[config.mk]
export PLATFORM = sky130hd
export DESIGN_NAME = epv_select
export DESIGN_NICKNAME = d
export VERILOG_FILES = /design/src/pkg/epv_pkg.sv /design/src/hdl/epv_select.sv
export SDC_FILE = /design/constraint.sdc
export NUM_CORES = 1
export LEC_CHECK = 0
export ABC_AREA = 1
export BUFFER_PORTS_ARGS = -buffer_cell sky130_fd_sc_hd__buf_2
export CAP_MARGIN = 20
export CORE_MARGIN = 5
export CORE_UTILIZATION = 54
export CTS_CLUSTER_DIAMETER = 120
export CTS_CLUSTER_SIZE = 28
export DETAILED_ROUTE_END_ITERATION = 12
export MAX_ROUTING_LAYER = met4
export PLACE_DENSITY = 0.87
export RECOVER_POWER = 100
export SYNTH_ARGS = -nofsm -noshare
export SYNTH_HDL_FRONTEND = slang
export SYNTH_SLANG_ARGS = --single-unit
[constraint.sdc]
create_clock -name sys_clk -period 4.11 [get_ports sys_clk]
set_input_delay 0.2055 -clock sys_clk [delete_from_list [all_inputs] [get_ports sys_clk]]
set_output_delay 0.2055 -clock sys_clk [all_outputs]
set_load 0.02 [all_outputs]
[src/pkg/epv_pkg.sv]
// Constants and types for the exception priority and vector select block
package epv_pkg;

    // ************************************************************
    // Address map of the vector tables
    // ************************************************************
    localparam logic [31:0] EPV_FIXED_BASE = 32'hFFFFFF80;
    localparam int EPV_ENTRY_SHIFT = 2;
    localparam int EPV_FIXED_IDX_W = 5;
    localparam int EPV_VEC_W = 8;
    localparam logic [EPV_FIXED_IDX_W-1:0] EPV_IDX_RESET = 5'h1F;
    localparam logic [EPV_FIXED_IDX_W-1:0] EPV_IDX_NMI = 5'h1E;
    localparam logic [EPV_FIXED_IDX_W-1:0] EPV_IDX_UNDEF = 5'h18;
    localparam logic [EPV_FIXED_IDX_W-1:0] EPV_IDX_PRIV = 5'h19;
    localparam logic [EPV_FIXED_IDX_W-1:0] EPV_IDX_IACC = 5'h1A;
    localparam logic [EPV_FIXED_IDX_W-1:0] EPV_IDX_OACC = 5'h1B;
    localparam logic [EPV_FIXED_IDX_W-1:0] EPV_IDX_FPU = 5'h1C;
    localparam logic [31:0] EPV_RESET_ADDR = 32'hFFFFFFFC;

    // ************************************************************
    // Interrupt level that selects the fast path
    // ************************************************************
    localparam logic [3:0] EPV_FAST_LEVEL = 4'hF;

    // ************************************************************
    // Types
    // ************************************************************
    typedef enum logic [1:0] {
        EPV_IDLE,
        EPV_FETCH,
        EPV_DONE
    } epv_state_e;

    typedef enum logic [3:0] {
        EPV_C_NONE,
        EPV_C_RESET,
        EPV_C_NMI,
        EPV_C_IRQ,
        EPV_C_IACC,
        EPV_C_UNDEF,
        EPV_C_PRIV,
        EPV_C_TRAP,
        EPV_C_OACC,
        EPV_C_FPU
    } epv_cause_e;

endpackage : epv_pkg
[src/hdl/epv_select.sv]
// Exception arbitration and handler address selection
// Notes on behaviour
// - Winner order: reset, NMI, interrupt, instr access, undef/priv, trap, operand, FPU.
// - No ranking among interrupts; take the one request the controller presents.
// - System exceptions, reset included, use a fixed table no register can move.
// - Interrupts and traps use the relocatable table at its base; entries 0 to 255.
// - Fast interrupt jumps to the fast vector target with no table read.
// - Fixed table starts at FFFFFF80h; reset address sits in its last entry.
// - An interrupt at level 15 is a fast interrupt.
module epv_select
    import epv_pkg::*;
(
    // Clock and reset
    input wire logic sys_clk,
    input wire logic resetn,
    // Exception sources
    input wire logic nmi_req,
    input wire logic irq_req,
    input wire logic [EPV_VEC_W-1:0] irq_vec,
    input wire logic [3:0] irq_level,
    input wire logic iacc_fault,
    input wire logic undef_insn,
    input wire logic priv_insn,
    input wire logic trap_req,
    input wire logic [EPV_VEC_W-1:0] trap_num,
    input wire logic oacc_fault,
    input wire logic fpu_fault,
    // Control register values
    input wire logic [31:0] relocatable_table_base,
    input wire logic [31:0] fast_vector_target,
    // Vector fetch port
    output logic fetch_req,
    output logic [31:0] fetch_addr,
    input wire logic fetch_ack,
    input wire logic [31:0] fetch_data,
    // Handler answer to the pipeline
    output logic handler_valid,
    output logic [31:0] handler_addr,
    output epv_cause_e handler_cause,
    output logic [EPV_VEC_W-1:0] handler_vec,
    output logic handler_fast,
    input wire logic handler_ack
);

    // ************************************************************
    // State
    // ************************************************************
    typedef struct packed {
        epv_state_e state;
        logic rst_pend;
        epv_cause_e cause;
        logic [EPV_VEC_W-1:0] vec;
        logic fast;
        logic fetch_req;
        logic [31:0] fetch_addr;
        logic handler_valid;
        logic [31:0] handler_addr;
    } epv_st_s;

    epv_st_s st_q;
    epv_st_s st_d;

    logic idle;
    logic win_nmi;
    logic win_irq;
    logic win_iacc;
    logic win_trap;
    logic win_fpu;

    // ************************************************************
    // Winner flags
    // ************************************************************
    assign idle = (st_q.state == EPV_IDLE);
    assign win_nmi = idle && !st_q.rst_pend && nmi_req;
    assign win_irq = idle && !st_q.rst_pend && !nmi_req && irq_req;
    assign win_iacc = idle && !st_q.rst_pend && !nmi_req && !irq_req && iacc_fault;
    assign win_trap = idle && !st_q.rst_pend && !nmi_req && !irq_req && !iacc_fault
        && !undef_insn && !priv_insn && trap_req;
    assign win_fpu = idle && !st_q.rst_pend && !nmi_req && !irq_req && !iacc_fault
        && !undef_insn && !priv_insn && !trap_req && !oacc_fault && fpu_fault;

    function automatic logic [31:0] fixed_entry(input logic [EPV_FIXED_IDX_W-1:0] idx);
        fixed_entry = EPV_FIXED_BASE + {25'h0000000, idx, 2'h0};
    endfunction : fixed_entry

    // ************************************************************
    // Next state
    // ************************************************************
    always_comb begin
        logic take;
        logic reloc;
        logic [EPV_FIXED_IDX_W-1:0] idx;
        take = 1'b1;
        reloc = 1'b0;
        idx = EPV_IDX_RESET;
        st_d = st_q;
        case (st_q.state)
            EPV_IDLE: begin
                st_d.fast = 1'b0;
                if (st_q.rst_pend) begin
                    st_d.cause = EPV_C_RESET;
                    idx = EPV_IDX_RESET;
                end else if (nmi_req) begin
                    st_d.cause = EPV_C_NMI;
                    idx = EPV_IDX_NMI;
                end else if (irq_req) begin
                    st_d.cause = EPV_C_IRQ;
                    st_d.vec = irq_vec;
                    reloc = 1'b1;
                    st_d.fast = (irq_level == EPV_FAST_LEVEL);
                end else if (iacc_fault) begin
                    st_d.cause = EPV_C_IACC;
                    idx = EPV_IDX_IACC;
                end else if (undef_insn) begin
                    st_d.cause = EPV_C_UNDEF;
                    idx = EPV_IDX_UNDEF;
                end else if (priv_insn) begin
                    st_d.cause = EPV_C_PRIV;
                    idx = EPV_IDX_PRIV;
                end else if (trap_req) begin
                    st_d.cause = EPV_C_TRAP;
                    st_d.vec = trap_num;
                    reloc = 1'b1;
                end else if (oacc_fault) begin
                    st_d.cause = EPV_C_OACC;
                    idx = EPV_IDX_OACC;
                end else if (fpu_fault) begin
                    st_d.cause = EPV_C_FPU;
                    idx = EPV_IDX_FPU;
                end else begin
                    take = 1'b0;
                end
                if (take) begin
                    st_d.rst_pend = 1'b0;
                    if (!reloc) begin
                        st_d.vec = '0;
                    end
                    if (st_d.fast) begin
                        st_d.handler_addr = fast_vector_target;
                        st_d.handler_valid = 1'b1;
                        st_d.state = EPV_DONE;
                    end else begin
                        if (reloc) begin
                            st_d.fetch_addr = relocatable_table_base
                                + {22'h000000, st_d.vec, 2'h0};
                        end else begin
                            st_d.fetch_addr = fixed_entry(idx);
                        end
                        st_d.fetch_req = 1'b1;
                        st_d.state = EPV_FETCH;
                    end
                end
            end
            EPV_FETCH: begin
                if (fetch_ack) begin
                    st_d.fetch_req = 1'b0;
                    st_d.handler_addr = fetch_data;
                    st_d.handler_valid = 1'b1;
                    st_d.state = EPV_DONE;
                end
            end
            default: begin
                if (handler_ack) begin
                    st_d.handler_valid = 1'b0;
                    st_d.state = EPV_IDLE;
                end
            end
        endcase
    end

    always_ff @(posedge sys_clk or negedge resetn) begin
        if (!resetn) begin
            st_q <= '{state: EPV_IDLE, rst_pend: 1'b1, cause: EPV_C_NONE, default: '0};
        end else begin
            st_q <= st_d;
        end
    end

    // ************************************************************
    // Outputs
    // ************************************************************
    assign fetch_req = st_q.fetch_req;
    assign fetch_addr = st_q.fetch_addr;
    assign handler_valid = st_q.handler_valid;
    assign handler_addr = st_q.handler_addr;
    assign handler_cause = st_q.cause;
    assign handler_vec = st_q.vec;
    assign handler_fast = st_q.fast;
endmodule : epv_select

; ---- Yosys cells after proc, flatten, opt, wreduce, memory -nomap -nowiden
; Index checks and enable logic that the tools add are counted.
[classes]
addsub = 2
n_eq_ne = 6
n_mux = 64
bitwise_logic = 1
n_reduce_logical = 11
[op_table]
columns = operator, n
row1 = $mux 33, 3
row2 = $mux 66, 1
row3 = $mux 8, 8
row4 = $pmux 32 s2, 1
row5 = $mux 5, 9
row6 = $add 32x10->32, 1
row7 = $mux 32, 1
row8 = $mux 4, 8
row9 = $mux 9, 3
row10 = $mux 1, 21
row11 = $mux 12, 1
row12 = $reduce_and 4->1, 3
row13 = $add 8x8->9 const A, 1
row14 = $reduce_bool 9->1, 1
row15 = $mux 2, 4
row16 = $reduce_and 3->1, 2
row17 = $eq 4x4->1 const B, 1
row18 = $ne 2x1->1 const B, 2
row19 = $ne 2x2->1 const B, 2
row20 = $pmux 1 s2, 2
row21 = $pmux 2 s2, 1
row22 = $reduce_and 2->1, 2
row23 = $mux 3, 1
row24 = $reduce_bool 3->1, 1
row25 = other kinds (4), 4
[totals]
register_bits = 82
in_bits = 128
output_inout_bits = 79
elab_cells = 93

; ---- Depth between registers and ports, before layout
; Gate-level depths: netlist of the first run.
[depth]
depth_word = 18
depth_mapped = 27
depth_no_buf = 27

; ---- Least setup slack after synthesis of the first run
; Ideal clock, no wire load.
[synth_timing]
path_type = reg2reg
from = register st_q[79] in the netlist's numbering
to = register st_q, in the netlist fetch_addr[30]
setup_time_ns = 0.063
arrival_time_ns = 2.637
t_required_ns = 4.047
path_slack_ns = 1.410
stages_incl_launch_ff = 18
path_buffers = 2
synth_period_minus_slack_ns = 2.700
cell_sequence = dfstp_2 -> nor2_1 -> buf_4 -> nand2_1 -> clkbuf_1 -> nor2_1 -> ha_1 -> inv_1 -> o21bai_1 -> a21oi_1 -> nand2_1 -> nand2_2 -> nor2_2 -> nand2_1 -> or2_0 -> nand3_1 -> o21ai_1 -> inv_1
[synth_via]
elab_chain_len = 7
elab_cells_between_ends = 16
cone_classes = add/sub: 2 / mux: 12 / bitwise: 1 / reduce/logical: 1
[synth_lines]
columns = item, line_no
row1 = start: declaration, epv_select.sv:60  ; epv_st_s st_q;
row2 = start signal: assignment, epv_select.sv:175  ; st_q <= st_d;
row3 = $mux 9 or $mux 1 (tied branches), epv_select.sv:100  ; if (st_q.rst_pend) begin
row4 = $mux 9 or $mux 1 (tied branches), epv_select.sv:97  ; case (st_q.state)
row5 = $mux 8, epv_select.sv:135  ; if (!reloc) begin
row6 = $mux 8, epv_select.sv:133  ; if (take) begin
row7 = $mux 8, epv_select.sv:97
row8 = $add 32x10->32, epv_select.sv:145  ; + {22'h000000, st_d.vec, 2'h0};
row9 = $mux 32, epv_select.sv:143  ; if (reloc) begin
; Several ways; a longest one is shown, not always the timed one. The select of a mux whose other input is x is not followed.
; A chain may end at the register's enable or synchronous reset.

; ---- Worst setup path in the final report of the first run
[layout_timing]
from = register st_q[79] in the netlist's numbering
to = register st_q, in the netlist fetch_addr[13]
; The elaborated chain is that of the path after synthesis.

==> out/qor.yml, run 1 <==
clock_tree:
  cts_root_buf: "clkbuf_8"
  cts_resized: 0
  holdBufCountCts: 0
  htreeDepth: 3
  clock_latency_ps: 360
  clkTransAtPathRegs_ps: 100
  post-cts-setup-buffers: 0
  clock_sinks: 82
  cts_buffer_depth: 2
  cts_tree: "yes"
  numCtsBuffers: 9
route:
  wirelength_um: 15170
  wl_per_cell_um: 14.21
  drtPass1Iterations: 5
  route.detailed.drc: 0
  ant_nets: 0
  vias: 5476
  drt_iter0_drc: 386
  viasPerCell: 5.127
global_route:
  grt_pass1_wl_um: 24770
  grt_max_degree: 83
  grt.total_usage_pct: 24.64
  grt_pass1_vias: 5160
  grt-ovfl-total: 0
  antenna_found_initial: 0
logic_synthesis:
  syn_nets: 942
  syn-instance-count: 805
  synth_area_leaders: "dfrtp_1, nand2_1, buf_4"
  synth.top_cell.area_share_pct: 36.52
  async_flop_share_pct: 100.0
  yosys_warnings: 0
  synth_top_area_cell: "dfrtp_1"
  yosysUniqueCellTypes: 38
  syn_area_per_cell_um2: 6.895
  syn_area_um2: 5550
  ys_seq_elements: 82
  synth_edf_count: 0
  ys_seq_area_share_pct: 36.99
  ys.flop_type: "dfrtp_1"
placed_design:
  port_buffers: 206
  hpwl_um: 11530
  place.gp.congestion: 0.9022
timing:
  finalSetupViolations: 0
  post-route-period-util_pct: 83.16
  slew_viol_final: 69
  finalClockSkew_ps: 15.15
  tightest_slew_ps: 1680
  finalHoldViolCount: 0
  timing.hold.ws_ps: 68.88
  relSlewSlack_pct: -12.01
  fmax_mhz: 292.6
  rsz0062_at_grt: "false"
  fin_setup_tns_ps: 0
  fin_crit_ps: 3418
floorplanning:
  start_util_pct: 54.50
  core_area_um2: 10180
  core.rowCount: 37
  ios: 207
  die_y_um: 111.4
  dieArea_um2: 12410
  die-width_um: 111.4
outcome:
  outcome: "complete, but fails checks"
  violations: "max-capacitance violations, max-slew violations"
worst_setup_path:
  cp.required_ps: 4410
  arrival_ps: 3720
  crit_type: "register to register"
  path_max_fanout: 37
  critPathCaptureType: "register"
  worstSetupStartpointType: "register"
cells_and_area:
  drive_above_1_share_pct: 18.13
  layout_common_cells: "nand2_1, buf_2, dfrtp_1, clkbuf_1, o21ai_0"
  layout_commonest_cell: "nand2_1"
  antenna-diode-count: 0
  area_delta_synth_final_pct: 12.47
  fin_nets: 1064
power_and_ir_drop:
  p_per_area_nw_per_um2: 656.5
  p_leak_nw: 3.164
  ir_drop_uv: 295.2
worst_hold_path:
  hp-class: "input pin to register"
run:
  cap_violations: 1
power breakdown:
group          switching, mW  internal [mW]
Sequential             0.224           1.18
Clock                  0.331          0.355
Combinational           1.44          0.567
cells in the mapped netlist (all sizes together) (4+ instances only):
master and instances:
nand2 294, buf 88, nor2 64, a31oi 5, clkbuf 13, a21oi 39, or2 10, o22ai 4
inv 58, nor3 12, o21ai 76, nand4 4, nand3 26, ha 8, dfrtp 81
state kept, by name (all words and copies together), names as in the netlist:
register / count
fetch_req: 1
handler_cause: 4
st_q: 3
handler_valid: 1
handler_addr: 32
fetch_addr: 32
handler_vec: 8
handler_fast: 1
per-stage QoR:
| stage | utilization [%] | cell area, um^2 | power, mW | std cells | setup slack (ps) |
|---|---|---|---|---|---|
| after floorplan | - | 5550 | 3.265 | 805 | 1410 |
| after global placement | 59.77 | 6087 | 3.452 | 1049 | 884.6 |
| after detailed placement | 59.77 | 6087 | 3.498 | 1049 | 825.5 |
| after CTS | 62.05 | 6320 | 4.194 | 1065 | 896.6 |
| after global routing | 61.29 | 6242 | 4.421 | 1068 | 364.1 |
| final | 61.29 | 6242 | 4.098 | 1068 | 692.1 |
logic make-up (layout without fill, tap and decap cells):
kind of cell,after synthesis,in the layout,share of synthesized area (%)
XOR/XNOR,3,3,0.4735
flip-flops,82,82,36.99
AND/OR/NAND/NOR,417,417,31.00
AO/OA/AOI/OAI,133,133,12.78
buffers and inverters,160,287,16.41
multiplexers,1,1,0.1803
adder cells (fa/ha/maj),9,9,2.164
critical path, stage by stage, from the launching register on:
cell and delay [ps]:
dfstp_1 390, nor2_1 90, buf_4 170, nand4_1 180, nor3_4 140, clkbuf_1 990
inv_2 20, nand2_1 520, inv_2 440, o211ai_1 210, o21ai_0 120, inv_1 80
path summary, 6_finish.rpt:
check | from | end | slack, ps | depth (start not counted)
max | st_q[79]$_DFFE_PN1P_ | fetch_addr[13]$_DFFE_PN0P_ | 690 | 11
min | relocatable_table_base[1] | fetch_addr[1]$_DFFE_PN0P_ | 70 | 2
max reg2reg | st_q[79]$_DFFE_PN1P_ | fetch_addr[13]$_DFFE_PN0P_ | 690 | 11
min reg2reg | handler_addr[1]$_DFFE_PN0P_ | handler_addr[1]$_DFFE_PN0P_ | 480 | 2
max in group asynchronous | resetn | handler_addr[1]$_DFFE_PN0P_ | 1550 | 3
min in group asynchronous | resetn | fetch_addr[9]$_DFFE_PN0P_ | 440 | 2
layer usage:
metal	vias to the layer above	global-route usage [%]	share of wire (%)
met5	-	-	0
met4	0	9.246	2.7
met1	2478	32.04	44
met2	215	39.77	48
li1	2748	-	-
met3	35	2.935	5.7
cell type report:
| cell class | count | area [um^2] |
|---|---|---|
| Clock buffer | 9 | 123.9 |
| Clock inverter | 7 | 108.9 |
| Fill cell | 1052 | 3943 |
| Inverter | 59 | 221.5 |
| Multi-Input combinational cell | 563 | 2572 |
| Sequential cell | 82 | 2053 |
| Tap cell | 136 | 170.2 |
| Timing Repair Buffer | 212 | 992.2 |
Power figures use the tool's default switching activity.
==> inputs of run 2 (changes only) <==
--- a/config.mk
+++ b/config.mk
@@ -5,16 +5,16 @@
 export SDC_FILE = /design/constraint.sdc
 export NUM_CORES = 1
 export LEC_CHECK = 0
-export ABC_AREA = 1
+export ABC_AREA = 0
 export BUFFER_PORTS_ARGS = -buffer_cell sky130_fd_sc_hd__buf_2
 export CAP_MARGIN = 20
 export CORE_MARGIN = 5
-export CORE_UTILIZATION = 54
+export CORE_UTILIZATION = 45
 export CTS_CLUSTER_DIAMETER = 120
 export CTS_CLUSTER_SIZE = 28
 export DETAILED_ROUTE_END_ITERATION = 12
 export MAX_ROUTING_LAYER = met4
-export PLACE_DENSITY = 0.87
+export PLACE_DENSITY = 0.78
 export RECOVER_POWER = 100
 export SYNTH_ARGS = -nofsm -noshare
 export SYNTH_HDL_FRONTEND = slang
==> constraint.sdc (replaced) <==
create_clock -name sys_clk -period 3.01 [get_ports sys_clk]
set_input_delay 0.1505 -clock sys_clk [delete_from_list [all_inputs] [get_ports sys_clk]]
set_output_delay 0.1505 -clock sys_clk [all_outputs]
set_load 0.02 [all_outputs]
==> run 2 against run 1 <==
Effect of this change:
- the run still ends with max-capacitance violations, max-slew violations left
- design area decreased by 1.1%
- die area increased by 12%
- hold slack lost 30 ps
- power rose by 39%
- final cell count fell by 25%
- area after synthesis shrank 5.4%
- clock skew shrank 9.1 ps
- critical path depth is 1 lower
- combinational power grew 34%
- flip-flop and latch count is the same
- register-to-register slack worse by 480 ps
- largest cell class unchanged
==> out/qor.yml, run 2 <==
timing:
  fin_crit_ps: 2800  # -617.7 ps
  fin_ws_ps: 209.8  # -482.3 ps
  finalHoldViolCount: 0  # unchanged
  tightest_slew_ps: 1597  # -83.16 ps
  rsz0062_at_grt: "false"
  fin_setup_tns_ps: 0  # unchanged
  slew_viol_final: 73  # +5.8%
  post-route-period-util_pct: 93.03  # +9.9 points
  relSlewSlack_pct: -6.468  # +5.5 points
  finalClockSkew_ps: 6.103  # -9.051 ps
  fmax_mhz: 357.1  # +22%
  finalSetupViolations: 0  # unchanged
logic_synthesis:
  syn-instance-count: 517  # -36%
  synth_edf_count: 0  # unchanged
  async_flop_share_pct: 100.0  # unchanged
  yosysUniqueCellTypes: 57  # +50%
  syn_area_um2: 5249  # -5.4%
  netlist_top_cells_count: "dfrtp_1, buf_4, mux2_2"
  syn_area_per_cell_um2: 10.15  # +47%
  synth_top_area_cell: "dfrtp_1"
  ys_seq_area_share_pct: 39.12  # +2.1 points
  syn_nets: 654  # -31%
  synth_area_leaders: "dfrtp_1, buf_4, mux2_2"
  synth.top_cell.area_share_pct: 38.62  # +2.1 points
  synth.most_common_cell: "dfrtp_1"
  yosys_warnings: 0  # unchanged
  ys.flop_type: "dfrtp_1"
  ys_seq_elements: 82  # unchanged
floorplanning:
  dieArea_um2: 13920  # +12%
  ios: 207  # unchanged
  die_y_um: 118  # +5.9%
  core.rowCount: 39  # +5.4%
  core_area_um2: 11420  # +12%
  die-width_um: 118  # +5.9%
  start_util_pct: 45.97  # -8.5 points
worst_hold_path:
  hp-class: "input pin to register"
clock_tree:
  numCtsBuffers: 9  # unchanged
  cts_tree: "yes"
  clkTransAtPathRegs_ps: 60  # -40 ps
  cts_buffer_depth: 2  # unchanged
  post-cts-setup-buffers: 0  # unchanged
  clock_latency_ps: 330  # -30 ps
  cts_root_buf: "clkbuf_16"
  htreeDepth: 3  # unchanged
  clock_sinks: 82  # unchanged
route:
  vias: 4466  # -18%
  drtPass1Iterations: 4  # -1
  wirelength_um: 14090  # -7.1%
  ant_nets: 0  # unchanged
  drt_iter0_drc: 212  # -45%
  viasPerCell: 5.569  # +8.6%
  route.detailed.drc: 0  # unchanged
  wl_per_cell_um: 17.57  # +24%
global_route:
  grt_max_degree: 83  # unchanged
  grt_pass1_wl_um: 22840  # -7.8%
  antenna_found_initial: 0  # unchanged
  grt_pass1_vias: 4649  # -9.9%
  grt.total_usage_pct: 20.29  # -4.3 points
  grt-ovfl-total: 0  # unchanged
outcome:
  outcome: "complete, but fails checks"
  violations: "max-capacitance violations, max-slew violations"
cells_and_area:
  final_util_pct: 54.07  # -7.2 points
  layout_commonest_cell: "buf_2"
  fin_nets: 792  # -26%
  layout_common_cells: "buf_2, clkbuf_1, dfrtp_1"
  antenna-diode-count: 0  # unchanged
  area_delta_synth_final_pct: 17.62
  drive_above_1_share_pct: 32.47  # +14 points
  nFillCells: 1072  # +1.9%
  layout.cells.non_filler: 802  # -25%
power_and_ir_drop:
  total_power_mw: 5.689  # +39%
  p_sw_share_pct: 41.45  # -7.2 points
  power_switching_mw: 2.358  # +18%
  ir_drop_uv: 544.1  # +84%
  p_leak_nw: 2.665  # -16%
  p_seq_share_pct: 33.0  # -1.3 points
  p_comb_share_pct: 47.4  # -1.5 points
  clock_power_share_pct: 19.6  # +2.9 points
  power.internal_mw: 3.331  # +58%
  p_per_area_nw_per_um2: 921.5  # +40%
worst_setup_path:
  path_max_fanout: 8  # -78%
  worstSetupStartpointType: "register"
  critPathCaptureType: "register"
  arrival_ps: 3020  # -700 ps
  rrSetupSlack_ps: 210  # -480 ps
  r2r_cells: 10  # -1
  cp.required_ps: 3230  # -1180 ps
  reg2reg_from: "st_q[79]$_DFFE_PN1P_"
  timing.rr.end: "fetch_addr[31]$_DFFE_PN0P_"
  endpoint: "fetch_addr[31]$_DFFE_PN0P_"
  crit_start: "st_q[79]$_DFFE_PN1P_"
  crit_type: "register to register"
run:
  cap_violations: 1  # unchanged
placed_design:
  place.gp.congestion: 0.8995  # -0.30%
  port_buffers: 206  # unchanged
  dp.cells: 785  # -25%
  hpwl_um: 10830  # -6.1%
  dpl_worst_slack_ps: 60.71  # -764.7 ps
## run 2: repair_timing
| action | in CTS | in global routing |
|---|---|---|
| hold buffers | 0 | 1 |
| gates resized for setup | 0 | 0 |
| endpoints found under the setup margin | 0 | 0 |
| endpoints found under the hold margin | 0 | 12 |
## run 2: critical path, cell delays in order (launching register included)
cell,delay (ps)
dfstp_2,600
or2_1,210
nor2_4,90
clkbuf_2,160
o311a_1,140
ha_1,350
nand4_1,210
nor3_4,260
nor2_1,110
o31a_1,280
o32a_1,280
## run 2: kinds of logic (layout without fill, tap and decap cells)
logic type,after synthesis,after routing,share of synthesized area [%]
AO/OA/AOI/OAI,148,148,21.12
XOR/XNOR,25,25,4.172
adder cells (fa/ha/maj),9,9,2.289
buffers and inverters,112,254,14.18
flip-flops,82,82,39.12
multiplexers,35,35,7.485
AND/OR/NAND/NOR,106,106,11.63
## run 2: routing by layer
layer	vias to the layer above	share of wire (%)	global-route usage [%]
li1	2120	-	-
met1	2140	42	25.16
met2	186	49	33.03
met3	20	7.4	4.469
met4	0	1.2	6.595
met5	-	0	-
## run 2: power groups by stage
| stage | registers [mW] | clock network, mW | logic, mW |
|---|---|---|---|
| after floorplan | 1.81 | 0 | 2.61 |
| after global placement | 1.85 | 0 | 2.80 |
| after detailed placement | 1.88 | 0 | 2.86 |
| after CTS | 1.87 | 1.15 | 2.87 |
| after global routing | 1.95 | 1.19 | 2.92 |
| final | 1.88 | 1.12 | 2.69 |
## run 2: worst min path at each step
stage / depth (start not counted) / endpoint / start
5_1_grt: 2 / st_q[81]$_DFFE_PN0P_ / handler_ack
6_report: 2 / st_q[80]$_DFFE_PN0P_ / handler_ack
3_5_place_dp: 2 / st_q[80]$_DFFE_PN0P_ / handler_ack
3_3_place_gp: 2 / st_q[81]$_DFFE_PN0P_ / handler_ack
4_1_cts: 2 / st_q[80]$_DFFE_PN0P_ / handler_ack
2_1_floorplan: 0 / fetch_addr[0]$_DFFE_PN0P_ / resetn
## run 2: per-stage QoR
step / instance area (um^2) / hold slack [ps]
floorplan: 5290 / -145.1
CTS: 6289 / 25.59
detailed placement: 5984 / 380.9
global placement: 5984 / 362.5
finish: 6173 / 39.23
global route: 6173 / 38.69
## run 2: cell type report
class                           instances  area, um^2  area share, %
Sequential cell                        82        2053          33.26
Multi-Input combinational cell        323        2499          40.47
Clock inverter                          4       51.30         0.8310
Tap cell                              143       178.9          2.898
Clock buffer                           11       252.7          4.094
Timing Repair Buffer                  231        1109          17.96
Inverter                                8       30.03         0.4864
